`config.mk`:
```
export PLATFORM = sky130hd
export DESIGN_NAME = mac_addr_hash_phy_mgmt_regs
export DESIGN_NICKNAME = d
export VERILOG_FILES = /design/src/mac_addr_hash_pkg.sv /design/src/group_hash_crc.sv /design/src/mac_addr_hash_phy_mgmt_regs.sv
export SDC_FILE = /design/constraint.sdc
export NUM_CORES = 1
export LEC_CHECK = 0
export BUFFER_PORTS_ARGS = -buffer_cell sky130_fd_sc_hd__buf_4
export CORE_MARGIN = 10
export CORE_UTILIZATION = 45
export DETAILED_ROUTE_END_ITERATION = 10
export GPL_ROUTABILITY_DRIVEN = 0
export PLACE_DENSITY = 0.68
export RECOVER_POWER = 50
export SETUP_SLACK_MARGIN = 0.05
export SLEW_MARGIN = 20
export SYNTH_ARGS = -nofsm -noshare
export SYNTH_HDL_FRONTEND = slang
export SYNTH_SLANG_ARGS = --single-unit
```
`constraint.sdc`:
```
create_clock -name SYS_CLK_I -period 5.1 [get_ports SYS_CLK_I]
set_clock_uncertainty 0.1 [all_clocks]
set_input_delay 1.02 -clock SYS_CLK_I [delete_from_list [all_inputs] [get_ports SYS_CLK_I]]
set_output_delay 1.02 -clock SYS_CLK_I [all_outputs]
set_load 0.01 [all_outputs]
```
`src/mac_addr_hash_pkg.sv`:
```
// Purpose: constants and types for the station address, group hash and
//          phy management register slice
// Assumes: 32-bit AHB-Lite register port, 200 MHz system clock
// Notes:   register byte address is four times the register index
package mac_addr_hash_pkg;

  ////////////////////////////////////////////////////////////////////////////
  // register indices (byte address = 4 * index)
  localparam int REG_IDX_W = 6;
  localparam logic [5:0] IDX_GROUP_CTRL = 6'h01;
  localparam logic [5:0] IDX_ADDR_HIGH = 6'h02;
  localparam logic [5:0] IDX_ADDR_LOW = 6'h03;
  localparam logic [5:0] IDX_HASH_UPPER = 6'h04;
  localparam logic [5:0] IDX_HASH_LOWER = 6'h05;
  localparam logic [5:0] IDX_MGMT_CTRL = 6'h06;
  localparam logic [5:0] IDX_MGMT_DATA = 6'h07;

  ////////////////////////////////////////////////////////////////////////////
  // reset values
  localparam logic [15:0] RST_ADDR_HIGH = 16'hffff;
  localparam logic [31:0] RST_ADDR_LOW = 32'h0fffffff;
  localparam logic [31:0] RST_HASH = 32'h00000000;
  localparam logic [15:0] RST_MGMT = 16'h0000;

  ////////////////////////////////////////////////////////////////////////////
  // field positions
  localparam int GC_ACCEPT_ALL_BIT = 0;
  localparam int GC_LOADED_BIT = 1;
  localparam int MC_PENDING_BIT = 0;
  localparam int MC_WRITE_BIT = 1;
  localparam int MC_REG_LSB = 6;
  localparam int MC_PHY_LSB = 11;
  localparam int MC_FIELD_W = 5;

  ////////////////////////////////////////////////////////////////////////////
  // eeprom byte addresses
  localparam logic [7:0] EE_LOW_FIRST = 8'h01;
  localparam logic [7:0] EE_LOW_LAST = 8'h04;
  localparam logic [7:0] EE_HIGH_FIRST = 8'h05;
  localparam logic [7:0] EE_HIGH_LAST = 8'h06;

  ////////////////////////////////////////////////////////////////////////////
  // management frame layout and timing
  localparam int MGMT_FRAME_W = 64;
  localparam int MGMT_READ_HIZ_BIT = 46;
  localparam int MGMT_DATA_BIT = 48;
  localparam logic [31:0] MGMT_PREAMBLE = 32'hffffffff;
  localparam logic [1:0] MGMT_START = 2'h1;
  localparam logic [1:0] MGMT_OP_WRITE = 2'h1;
  localparam logic [1:0] MGMT_OP_READ = 2'h2;
  localparam logic [1:0] MGMT_TA_WRITE = 2'h2;
  localparam int CLK_PERIOD_NS = 5;
  localparam int MDC_PERIOD_NS = 400;
  localparam int MDC_HALF_CYCLES =
    (MDC_PERIOD_NS / 2 + CLK_PERIOD_NS - 1) / CLK_PERIOD_NS;

  ////////////////////////////////////////////////////////////////////////////
  // hash
  localparam int HASH_IDX_W = 6;
  localparam logic [31:0] CRC_POLY = 32'h04c11db7;
  localparam logic [31:0] CRC_INIT = 32'hffffffff;

  ////////////////////////////////////////////////////////////////////////////
  // types
  typedef struct packed {
    logic valid;
    logic wr;
    logic [REG_IDX_W-1:0] idx;
  } bus_req_t;

  typedef struct packed {
    logic mdc;
    logic dout;
    logic oe_n;
  } mgmt_pins_t;

  typedef enum logic {MG_IDLE, MG_SHIFT} mgmt_state_t;

endpackage

```
`src/group_hash_crc.sv`:
```
// Purpose: crc over a destination address, bytes in wire order
// Assumes: first wire byte in the top bits, each byte sent lsb first
// Notes:   purely combinational; caller registers the result
`timescale 1ns/1ps
module group_hash_crc import mac_addr_hash_pkg::*; #(
  parameter int DATA_W = 48
) (
  // address in
  input wire logic [DATA_W-1:0] data_i,
  // crc out
  output logic [31:0] crc_o
);

  logic [31:0] crc;
  logic fb;

  // crc runs in wire order: bytes first to last, bits lsb first
  always_comb begin
    crc = CRC_INIT;
    fb = 1'b0;
    for (int b = DATA_W / 8 - 1; b >= 0; b--) begin
      for (int k = 0; k < 8; k++) begin
        fb = crc[31] ^ data_i[b*8+k];
        crc = {crc[30:0], 1'b0} ^ (fb ? CRC_POLY : 32'h00000000);
      end
    end
    crc_o = crc;
  end

endmodule // group_hash_crc

```
`src/mac_addr_hash_phy_mgmt_regs.sv`:
```
// Purpose: station address, multicast hash table and phy management
//          registers behind an AHB-Lite slave
// Assumes: single word transfers, zero wait states, one clock
// Notes:   hsize is not checked; every access is handled as a word
`timescale 1ns/1ps
module mac_addr_hash_phy_mgmt_regs import mac_addr_hash_pkg::*; #(
  parameter int MDC_HALF = MDC_HALF_CYCLES
) (
  // clock and reset
  input wire logic SYS_CLK_I,
  input wire logic RST_N_I,
  // ahb-lite slave
  input wire logic HSEL_I,
  input wire logic [31:0] HADDR_I,
  input wire logic [1:0] HTRANS_I,
  input wire logic HWRITE_I,
  input wire logic [2:0] HSIZE_I,
  input wire logic [31:0] HWDATA_I,
  input wire logic HREADY_I,
  output logic [31:0] HRDATA_O,
  output logic HREADYOUT_O,
  output logic HRESP_O,
  // eeprom loader bytes
  input wire logic EE_BYTE_VALID_I,
  input wire logic [7:0] EE_BYTE_ADDR_I,
  input wire logic [7:0] EE_BYTE_DATA_I,
  input wire logic EE_LOAD_DONE_I,
  // station address, first wire byte in bits 47:40
  output logic [47:0] STATION_ADDR_O,
  // group filter
  input wire logic DA_VALID_I,
  input wire logic [47:0] DA_I,
  output logic GRP_VALID_O,
  output logic GRP_MULTICAST_O,
  output logic GRP_ACCEPT_O,
  // phy management pins
  output logic MDC_O,
  input wire logic MDIO_I,
  output logic MDIO_O,
  output logic MDIO_OE_N_O
);

  ////////////////////////////////////////////////////////////////////////////
  // state

  bus_req_t req_q, req_d;
  logic [31:0] rdata_q, rdata_d;
  logic [15:0] addr_high_q, addr_high_d;
  logic [31:0] addr_low_q, addr_low_d;
  logic [31:0] hash_up_q, hash_up_d;
  logic [31:0] hash_lo_q, hash_lo_d;
  logic accept_all_q, accept_all_d;
  logic loaded_q, loaded_d;
  logic [15:0] mctrl_q, mctrl_d;
  logic [15:0] mdata_q, mdata_d;
  mgmt_state_t st_q, st_d;
  logic [7:0] div_q, div_d;
  logic [5:0] bit_q, bit_d;
  logic [MGMT_FRAME_W-1:0] frame_q, frame_d;
  logic [15:0] rd_shift_q, rd_shift_d;
  mgmt_pins_t pins_q, pins_d;
  logic grp_valid_q, grp_valid_d;
  logic grp_mc_q, grp_mc_d;
  logic grp_acc_q, grp_acc_d;

  logic [31:0] crc;
  logic [HASH_IDX_W-1:0] hidx;
  logic hash_bit;
  logic is_read;
  logic [1:0] op;
  logic [15:0] wdat;
  logic [7:0] div_top;

  assign div_top = 8'(MDC_HALF - 1);

  ////////////////////////////////////////////////////////////////////////////
  // hash index from the crc of the destination address

  group_hash_crc #(
    .DATA_W(48)
  ) u_crc (
    .data_i(DA_I),
    .crc_o(crc)
  );

  assign hidx = crc[31:26];
  // top index bit picks the register, low five pick the bit
  assign hash_bit = hidx[5] ? hash_up_q[hidx[4:0]] :
                    hash_lo_q[hidx[4:0]];

  ////////////////////////////////////////////////////////////////////////////
  // next state

  always_comb begin
    req_d = req_q;
    rdata_d = rdata_q;
    addr_high_d = addr_high_q;
    addr_low_d = addr_low_q;
    hash_up_d = hash_up_q;
    hash_lo_d = hash_lo_q;
    accept_all_d = accept_all_q;
    loaded_d = loaded_q | EE_LOAD_DONE_I;
    mctrl_d = mctrl_q;
    mdata_d = mdata_q;
    st_d = st_q;
    div_d = div_q;
    bit_d = bit_q;
    frame_d = frame_q;
    rd_shift_d = rd_shift_q;
    pins_d = pins_q;
    is_read = ~mctrl_q[MC_WRITE_BIT];
    op = MGMT_OP_READ;
    wdat = HWDATA_I[15:0];

    // group filter result, one cycle after the address
    grp_valid_d = DA_VALID_I;
    grp_mc_d = DA_VALID_I & DA_I[40];
    grp_acc_d = DA_VALID_I & DA_I[40] &
                (accept_all_q | hash_bit);

    // eeprom bytes land in wire order, host write below may override
    if (EE_BYTE_VALID_I) begin
      if (EE_BYTE_ADDR_I >= EE_LOW_FIRST &&
          EE_BYTE_ADDR_I <= EE_LOW_LAST) begin
        case (EE_BYTE_ADDR_I[1:0])
          2'h1: addr_low_d[7:0] = EE_BYTE_DATA_I;
          2'h2: addr_low_d[15:8] = EE_BYTE_DATA_I;
          2'h3: addr_low_d[23:16] = EE_BYTE_DATA_I;
          default: addr_low_d[31:24] = EE_BYTE_DATA_I;
        endcase
      end else if (EE_BYTE_ADDR_I == EE_HIGH_FIRST) begin
        addr_high_d[7:0] = EE_BYTE_DATA_I;
      end else if (EE_BYTE_ADDR_I == EE_HIGH_LAST) begin
        addr_high_d[15:8] = EE_BYTE_DATA_I;
      end
    end

    // management frame engine
    case (st_q)
      MG_IDLE: begin
        div_d = 8'h00;
        pins_d = '{mdc: 1'b0, dout: 1'b1, oe_n: 1'b1};
      end
      MG_SHIFT: begin
        if (div_q == div_top) begin
          div_d = 8'h00;
          pins_d.mdc = ~pins_q.mdc;
          if (!pins_q.mdc) begin
            // rising edge: phy data is stable, sample it
            if (is_read && int'(bit_q) >= MGMT_DATA_BIT) begin
              rd_shift_d = {rd_shift_q[14:0], MDIO_I};
            end
          end else if (bit_q == 6'(MGMT_FRAME_W - 1)) begin
            st_d = MG_IDLE;
            pins_d.oe_n = 1'b1;
            if (is_read) begin
              mdata_d = rd_shift_q;
            end
            mctrl_d[MC_PENDING_BIT] = 1'b0;
          end else begin
            bit_d = bit_q + 6'h01;
            frame_d = {frame_q[MGMT_FRAME_W-2:0], 1'b0};
            pins_d.dout = frame_q[MGMT_FRAME_W-2];
            // read frames release the line from turnaround on
            pins_d.oe_n = is_read &&
                          int'(bit_q) + 1 >= MGMT_READ_HIZ_BIT;
          end
        end else begin
          div_d = div_q + 8'h01;
        end
      end
      default: begin
        st_d = MG_IDLE;
      end
    endcase

    // bus data phase: apply a write
    if (req_q.valid && req_q.wr) begin
      case (req_q.idx)
        IDX_GROUP_CTRL: accept_all_d = HWDATA_I[GC_ACCEPT_ALL_BIT];
        IDX_ADDR_HIGH: addr_high_d = wdat;
        IDX_ADDR_LOW: addr_low_d = HWDATA_I;
        IDX_HASH_UPPER: hash_up_d = HWDATA_I;
        IDX_HASH_LOWER: hash_lo_d = HWDATA_I;
        IDX_MGMT_DATA: begin
          // writes while busy are dropped to protect the frame
          if (!mctrl_q[MC_PENDING_BIT]) begin
            mdata_d = wdat;
          end
        end
        IDX_MGMT_CTRL: begin
          if (!mctrl_q[MC_PENDING_BIT]) begin
            mctrl_d = wdat & 16'hffc3;
            // an access starts only on a written 1 in bit 0
            if (wdat[MC_PENDING_BIT]) begin
              op = wdat[MC_WRITE_BIT] ? MGMT_OP_WRITE :
                   MGMT_OP_READ;
              frame_d = {MGMT_PREAMBLE, MGMT_START, op,
                         wdat[MC_PHY_LSB +: MC_FIELD_W],
                         wdat[MC_REG_LSB +: MC_FIELD_W],
                         wdat[MC_WRITE_BIT] ? MGMT_TA_WRITE : 2'h3,
                         wdat[MC_WRITE_BIT] ? mdata_q : 16'hffff};
              st_d = MG_SHIFT;
              bit_d = 6'h00;
              div_d = 8'h00;
              rd_shift_d = 16'h0000;
              pins_d = '{mdc: 1'b0, dout: 1'b1, oe_n: 1'b0};
            end
          end
        end
        default: begin
        end
      endcase
    end

    // bus address phase; read data reflects this cycle's updates
    req_d.valid = HSEL_I & HTRANS_I[1] & HREADY_I;
    req_d.wr = HWRITE_I;
    req_d.idx = HADDR_I[REG_IDX_W+1:2];
    if (req_d.valid && !HWRITE_I) begin
      case (req_d.idx)
        IDX_GROUP_CTRL: rdata_d = {30'h0, loaded_d, accept_all_d};
        IDX_ADDR_HIGH: rdata_d = {16'h0000, addr_high_d};
        IDX_ADDR_LOW: rdata_d = addr_low_d;
        IDX_HASH_UPPER: rdata_d = hash_up_d;
        IDX_HASH_LOWER: rdata_d = hash_lo_d;
        IDX_MGMT_CTRL: rdata_d = {16'h0000, mctrl_d};
        IDX_MGMT_DATA: rdata_d = {16'h0000, mdata_d};
        default: rdata_d = 32'h00000000;
      endcase
    end
  end

  ////////////////////////////////////////////////////////////////////////////
  // registers

  always_ff @(posedge SYS_CLK_I) begin
    if (!RST_N_I) begin
      req_q <= '0;
      rdata_q <= 32'h00000000;
      addr_high_q <= RST_ADDR_HIGH;
      addr_low_q <= RST_ADDR_LOW;
      hash_up_q <= RST_HASH;
      hash_lo_q <= RST_HASH;
      accept_all_q <= 1'b0;
      loaded_q <= 1'b0;
      mctrl_q <= RST_MGMT;
      mdata_q <= RST_MGMT;
      st_q <= MG_IDLE;
      div_q <= 8'h00;
      bit_q <= 6'h00;
      frame_q <= '0;
      rd_shift_q <= 16'h0000;
      pins_q <= '{mdc: 1'b0, dout: 1'b1, oe_n: 1'b1};
      grp_valid_q <= 1'b0;
      grp_mc_q <= 1'b0;
      grp_acc_q <= 1'b0;
    end else begin
      req_q <= req_d;
      rdata_q <= rdata_d;
      addr_high_q <= addr_high_d;
      addr_low_q <= addr_low_d;
      hash_up_q <= hash_up_d;
      hash_lo_q <= hash_lo_d;
      accept_all_q <= accept_all_d;
      loaded_q <= loaded_d;
      mctrl_q <= mctrl_d;
      mdata_q <= mdata_d;
      st_q <= st_d;
      div_q <= div_d;
      bit_q <= bit_d;
      frame_q <= frame_d;
      rd_shift_q <= rd_shift_d;
      pins_q <= pins_d;
      grp_valid_q <= grp_valid_d;
      grp_mc_q <= grp_mc_d;
      grp_acc_q <= grp_acc_d;
    end
  end

  ////////////////////////////////////////////////////////////////////////////
  // outputs

  assign HRDATA_O = rdata_q;
  // zero wait states: every access finishes in its first data cycle
  assign HREADYOUT_O = 1'b1;
  assign HRESP_O = 1'b0;
  // first wire byte is the low register's low byte
  assign STATION_ADDR_O = {addr_low_q[7:0], addr_low_q[15:8],
                           addr_low_q[23:16], addr_low_q[31:24],
                           addr_high_q[7:0],
                           addr_high_q[15:8]};
  assign GRP_VALID_O = grp_valid_q;
  assign GRP_MULTICAST_O = grp_mc_q;
  assign GRP_ACCEPT_O = grp_acc_q;
  assign MDC_O = pins_q.mdc;
  assign MDIO_O = pins_q.dout;
  assign MDIO_OE_N_O = pins_q.oe_n;

endmodule // mac_addr_hash_phy_mgmt_regs

```
# Word-level counts from Yosys, hierarchy flattened

Index checks and enable logic that the tools add are counted.

Word-level logic and storage cells: 303
Output and inout port bits: 88
Register bits after elaboration: 287
Input bits: 142

Add/subtract/negate cells: 3
Multiplexer cells: 140
Bitwise operators: 104
Eq/ne operators: 21
Order comparisons: 5
Reduce and logical (&&, ||, !) cells: 7

Operators by type and width:

| operator                                                        | count |
|---|---|
| bitwise XOR 32 bit                                              | 47 |
| 2-to-1 mux 27 bit                                               | 48 |
| 2-to-1 mux 64 bit                                               | 8 |
| 2-to-1 mux 16 bit                                               | 24 |
| 2-to-1 mux 32 bit                                               | 8 |
| case mux 32 bit (7 select lines)                                | 1 |
| 2-to-1 mux 8 bit                                                | 12 |
| equality test 6 x 3 -> 1 bit (second input constant)            | 8 |
| 2-to-1 mux 6 bit                                                | 8 |
| bitwise XOR 1 bit                                               | 47 |
| NOT 31 bit                                                      | 1 |
| equality test 6 x 2 -> 1 bit (second input constant)            | 4 |
| 2-to-1 mux 1 bit                                                | 20 |
| equality test 8 x 3 -> 1 bit (second input constant)            | 2 |
| case mux 8 bit (2 select lines)                                 | 1 |
| 2-to-1 mux 3 bit                                                | 5 |
| equality test 6 x 1 -> 1 bit (second input constant)            | 2 |
| binary-select mux 1 bit (select 5 bit)                          | 2 |
| adder 8 x 1 -> 8 bit (second input constant)                    | 1 |
| equality test 8 x 6 -> 1 bit (second input constant)            | 1 |
| >= comparator 8 x 1 -> 1 bit (second input constant)            | 1 |
| less-or-equal comparator 8 x 3 -> 1 bit (second input constant) | 1 |
| adder 6 x 1 -> 7 bit (second input constant)                    | 1 |
| >= comparator 7 x 6 -> 1 bit (second input constant)            | 1 |
| 14 further kinds                                                | 26 |

# Longest topological paths before layout

Depth in word-level cells: 148
Mapped depth: 15
Depth with buffers taken out: 13

# Hierarchy

Synthesis repeated with hierarchy kept, for this count alone.

Cell total of the unflattened synthesis: 1851
Area, all modules: 17805.8 µm²

By module, submodules not included:

| module                      | times used | cells an instance | area each (µm²) | seq. area each (µm²) |
|---|---|---|---|---|
| mac_addr_hash_phy_mgmt_regs | 1          | 1503              | 12978.7         | 5725.5 |
| group_hash_crc              | 1          | 348               | 4827.1          | 0.0 |

# Worst setup path before layout

OpenSTA, ideal clock, no wires.

Path kind: input -> register
From: input DA_I[33]
To: register grp_acc_q (netlist: GRP_ACCEPT_O)
Buffers on the path: 2
Required time: 4.905 ns
Library setup time: 0.095 ns
Arrival: 4.878 ns
Stages: 14
Path slack: 0.027 ns
Cell sequence: buf_6 xnor3_2 xnor3_2 xnor3_2 xnor3_2 xor2_2 xor2_1 xnor3_2 buf_8 mux2i_1 a221oi_1 a21boi_0 a32o_1 a221oi_1

Word-level cells in the longest chain between the ends: 58
Elaborated cells between the ends (all ways): 100
Those cells by class: mux (32); bitwise (68)

RTL lines:

| item                                                             | line                                                                 | RTL |
|---|---|---|
| start, declared                                                  | mac_addr_hash_phy_mgmt_regs.sv:32                                    | `input wire logic [47:0] DA_I,` |
| bitwise XOR 1 bit *                                              | group_hash_crc.sv:23                                                 | `fb = crc[31] ^ data_i[b*8+k];` |
| 2-to-1 mux 27 bit *                                              | group_hash_crc.sv:24                                                 | `crc = {crc[30:0], 1'b0} ^ (fb ? CRC_POLY : 32'h00000000);` |
| bitwise XOR 32 bit * (6 in a row)                                | group_hash_crc.sv:24                                                 |  |
| bitwise XOR 1 bit                                                | group_hash_crc.sv:23                                                 |  |
| 2-to-1 mux 27 bit                                                | group_hash_crc.sv:24                                                 |  |
| bitwise XOR 32 bit * (6 in a row)                                | group_hash_crc.sv:24                                                 |  |
| bitwise XOR 1 bit                                                | group_hash_crc.sv:23                                                 |  |
| 2-to-1 mux 27 bit                                                | group_hash_crc.sv:24                                                 |  |
| (+30 left out)                                                   | n/a                                                                  |  |
| bitwise XOR 1 bit                                                | group_hash_crc.sv:23                                                 |  |
| 2-to-1 mux 27 bit                                                | group_hash_crc.sv:24                                                 |  |
| bitwise XOR 32 bit * (3 in a row)                                | group_hash_crc.sv:24                                                 |  |
| binary-select mux 1 bit (select 5 bit), on equally long branches | mac_addr_hash_phy_mgmt_regs.sv:89, mac_addr_hash_phy_mgmt_regs.sv:88 |  |
| 2-to-1 mux 1 bit, on equally long branches                       | mac_addr_hash_phy_mgmt_regs.sv:89, mac_addr_hash_phy_mgmt_regs.sv:88 |  |
| 2-to-1 mux 1 bit *                                               | mac_addr_hash_phy_mgmt_regs.sv:88                                    | `assign hash_bit = hidx[5] ? hash_up_q[hidx[4:0]] :` |
| bitwise OR 1 bit *                                               | mac_addr_hash_phy_mgmt_regs.sv:119                                   | `(accept_all_q \| hash_bit);` |
| AND 1 bit *                                                      | mac_addr_hash_phy_mgmt_regs.sv:118                                   | `grp_acc_d = DA_VALID_I & DA_I[40] &` |
| end signal, assigned                                             | mac_addr_hash_phy_mgmt_regs.sv:277                                   | `grp_acc_q <= grp_acc_d;` |
| end, declared                                                    | mac_addr_hash_phy_mgmt_regs.sv:64                                    | `logic grp_acc_q, grp_acc_d;` |

Every way passes the cells marked *; elsewhere a longest branch is shown, timed or not. The select of a mux whose other input is x is not followed.
A chain may end at the register's enable or synchronous reset.

# Worst setup path after layout

From: input DA_I[41]
To: register grp_acc_q (netlist: GRP_ACCEPT_O)

Word-level cells in the longest chain between the ends: 68
Elaborated cells between the ends (all ways): 124
Those cells by class: mux (40); bitwise (84)

RTL lines:

| item                                                             | line |
|---|---|
| bitwise XOR 1 bit *                                              | group_hash_crc.sv:23 |
| 2-to-1 mux 27 bit *                                              | group_hash_crc.sv:24 |
| bitwise XOR 32 bit * (6 in a row)                                | group_hash_crc.sv:24 |
| bitwise XOR 1 bit or bitwise XOR 32 bit (tied branches)          | group_hash_crc.sv:23, group_hash_crc.sv:24 |
| 2-to-1 mux 27 bit or bitwise XOR 32 bit (tied branches)          | group_hash_crc.sv:24 |
| bitwise XOR 32 bit * (6 in a row)                                | group_hash_crc.sv:24 |
| bitwise XOR 1 bit or bitwise XOR 32 bit (tied branches)          | group_hash_crc.sv:23, group_hash_crc.sv:24 |
| 2-to-1 mux 27 bit or bitwise XOR 32 bit (tied branches)          | group_hash_crc.sv:24 |
| (+38 left out)                                                   | n/a |
| bitwise XOR 1 bit or bitwise XOR 32 bit (tied branches)          | group_hash_crc.sv:23, group_hash_crc.sv:24 |
| 2-to-1 mux 27 bit or bitwise XOR 32 bit (tied branches)          | group_hash_crc.sv:24 |
| bitwise XOR 32 bit * (5 in a row)                                | group_hash_crc.sv:24 |
| binary-select mux 1 bit (select 5 bit), on equally long branches | mac_addr_hash_phy_mgmt_regs.sv:89, mac_addr_hash_phy_mgmt_regs.sv:88 |
| 2-to-1 mux 1 bit, on equally long branches                       | mac_addr_hash_phy_mgmt_regs.sv:89, mac_addr_hash_phy_mgmt_regs.sv:88 |
| 2-to-1 mux 1 bit *                                               | mac_addr_hash_phy_mgmt_regs.sv:88 |
| bitwise OR 1 bit *                                               | mac_addr_hash_phy_mgmt_regs.sv:119 |
| AND 1 bit *                                                      | mac_addr_hash_phy_mgmt_regs.sv:118 |

Marked as above.

==> metrics.txt <==
post-synthesis cell count roughly 1700; number of synthesized register bits 286; reg2reg end HRDATA_O[11]; final worst-path cycle share 0.937; I/O pin count 230; PortBufs 197; share of cells above drive strength 1 0.188; Antenna Nets Post-Route 0; DIE AREA ~43000 sq um; total wire length 47.9 mm; crit-path max FO 7; CTS tree built; total CTS buffers 29; core area approximately 34000 sq um; # setup viols final 0; GRT Resource Usage Total 0.216; die height roughly 210 microns; Distinct cells, synth 77; CTS sink cnt roughly 290; Max Freq around 210 MHz; initial DRC count 1118; DR vias/cell 5.50; pre-CTS WS -0.221 ns; clock root buffer clkbuf_16; register area share after synthesis 0.365; DRC Markers 0; synthesized net count about 1900; Final TNS setup 0 ns; mean routed wirelength per cell ~20 microns; Post-DP HPWL 35.4 mm; Worst EP required between 5 and 6 ns; Net count, final 2117; post-route setup slack between 0.3 and 0.4 ns; fin cells 2449; crit path DAT approximately 5.1 ns; Via Count around 13000; reg2reg path depth 11; row count 68; worst path cell trace buf_4 > xnor3_1 > xnor3_1 > xnor2_1 > xnor3_2 > xnor3_4 > xnor2_1 > xnor3_2 > buf_4 > mux4_1 > mux2i_1 > mux2i_1 > o32ai_1 > a221oi_1; Detail Route met3 WL approximately 3.4 mm; initial antenna violation count 1; Most used DFF post-synth dfxtp_1; Top Metal Used met4; Resized Gates After CTS 0; hold path startpoint div_q[0]; Clock transition at path regs around 0.060 ns; vias in the first global route 13000; M1 WL between 15 and 20 mm; failing checks max-capacitance violations, max-slew violations; Final Critical Period roughly 4.8 ns; Post-synth EDFFs 0; Max Cap Viol 2; reg2reg setup slack between 1.5 and 2 ns; Worst R2R Start div_q[3]; critical path endpoint category register; syn_area_per_cell around 9.1 sq um; total grt overflow 0; Synth top area share 0.365; Worst Tran Pin Value 2.41 ns; post-synth top area cell dfxtp_1; Synth Warn # 0; Detailed Routing Iterations Pass 1 5; WHS Path Cells 1; top post-synthesis cells by area dfxtp_1 37%, mux2i_1 9.8%, nand2_1 6.6%; Setup Crit Path Kind primary input to register; number of post-CTS setup repair buffers 0; cts hold-fix bufs 0; H-Tree Depth 1; CP peak stage delay around 0.59 ns; unrepaired setup endpoints after global routing false; worst hold path class register to register; Placed Cells between 2000 and 2500; crit start category primary input; Mapped Area approximately 16000 sq um; WHS Endpoint div_q[0]; critical path's slowest cell mux4_1; largest net degree at the start of global routing 90; Worst slew margin -0.610; status finished, violations left; Worst-Skew Late Latency ~0.57 ns; Die X 207 microns; final hold violations 0; WL met2 about 23 mm; asr flop ratio synth 0; Initial Util 0.455; max-slew violation count 86; deepest clock path buffer count 3; first-pass GRT wire length about 73 mm; area delta synth->final 20.9%
==> stage by stage <==
stage	cell area, sq um	hold WS [ns]	utilization
2_1_floorplan	15700	0.318	-
3_3_place_gp	18400	0.329	0.533
3_5_place_dp	18400	0.341	0.533
6_report	19000	0.353	0.551
5_1_grt	19000	0.388	0.551
4_1_cts	19300	0.356	0.560
==> cell usage in the layout (no fill, tap or decap), types with 8 or more instances in the layout <==
| cell | instances |
|---|---|
| dfxtp_1 | 286 |
| nand2_1 | 271 |
| buf_4 | 242 |
| nor2_1 | 217 |
| mux2i_1 | 153 |
| a21oi_1 | 99 |
| clkbuf_1 | 93 |
| xnor2_1 | 85 |
| o22ai_1 | 44 |
| a31oi_1 | 38 |
| xnor3_1 | 38 |
| o21ai_0 | 37 |
| xor2_1 | 34 |
| a311oi_1 | 29 |
| clkbuf_16 | 29 |
| nor3_1 | 26 |
| and2_1 | 24 |
| nand3_1 | 20 |
| nor3b_1 | 19 |
| a211oi_1 | 17 |
| inv_1 | 14 |
| xnor2_2 | 14 |
| xnor3_2 | 14 |
| and3_1 | 12 |
| xor2_2 | 8 |
==> worst max-delay path: cells and delay by family <==
kind / cells / cell delay [ns]
mux: 3 / 0.89
xor+xnor: 7 / 2.59
buf+inv: 2 / 0.32
compound gates: 2 / 0.28
==> logic make-up after synthesis <==
logic type      share of synthesized area
compound gates                      0.115
xor+xnor                            0.196
fa+ha+maj                         0.00303
buf+inv                            0.0395
flops                               0.365
mux                                 0.107
other cells                      0.000479
simple gates                        0.174
==> sequential cells by signal, summed over array words and instances (netlist names), 6 cells and up <==
name and cells:
rd_shift_q 16, div_q 8, HRDATA_O 32, addr_high_q 16
req_q 8, frame_q 63, addr_low_q 32, mctrl_q 16
hash_up_q 32, mdata_q 16, hash_lo_q 32, bit_q 6
==> area by class of cell <==
type                            count  area, sq um
Fill cell                        3213        15500
Multi-Input combinational cell   1302         9390
Sequential cell                   286         5730
Timing Repair Buffer              337         2270
Clock buffer                       37          786
Tap cell                          455          569
Clock inverter                     15          168
Inverter                           16         60.1
Antenna cell                        1         2.50
==> routing by layer <==
metal | vias up | global-route usage
met2 | 473 | 0.366
li1 | 6447 | -
met5 | - | 0
met1 | 6474 | 0.278
met4 | 0 | 0.0603
met3 | 87 | 0.0376
==> worst max-delay path by stage <==
| stage | startpoint | end | slack, ns |
|---|---|---|---|
| 2_1_floorplan | DA_I[43] | GRP_ACCEPT_O | 0.06 |
| 5_1_grt | DA_I[45] | GRP_ACCEPT_O | 0.14 |
| 3_3_place_gp | DA_I[41] | GRP_ACCEPT_O | -0.19 |
| 6_report | DA_I[41] | GRP_ACCEPT_O | 0.32 |
| 3_5_place_dp | DA_I[41] | GRP_ACCEPT_O | -0.22 |
| 4_1_cts | DA_I[41] | GRP_ACCEPT_O | 0.37 |
==> synth_stat cells (4+ instances only) <==
master    instances
a211oi_1         17
a21oi_1          99
a311oi_1         29
a31oi_1          38
and2_1           28
and3_1           13
buf_1            10
buf_4             6
buf_6             4
clkbuf_1         94
dfxtp_1         286
inv_1            14
mux2i_1         153
mux4_2            5
nand2_1         275
nand3_1          21
nor2_1          218
nor3_1           26
nor3b_1          20
nor4_1            4
o21ai_0          37
o221ai_1          6
o22ai_1          44
xnor2_1          87
xnor2_2          12
xnor2_4           7
xnor3_1          38
xnor3_2          14
xor2_1           35
xor2_2            7
xor3_2            4
Power is left out: the tool's default activity adds up to more than one toggle a clock period on the data nets, which glitch-free logic cannot reach.
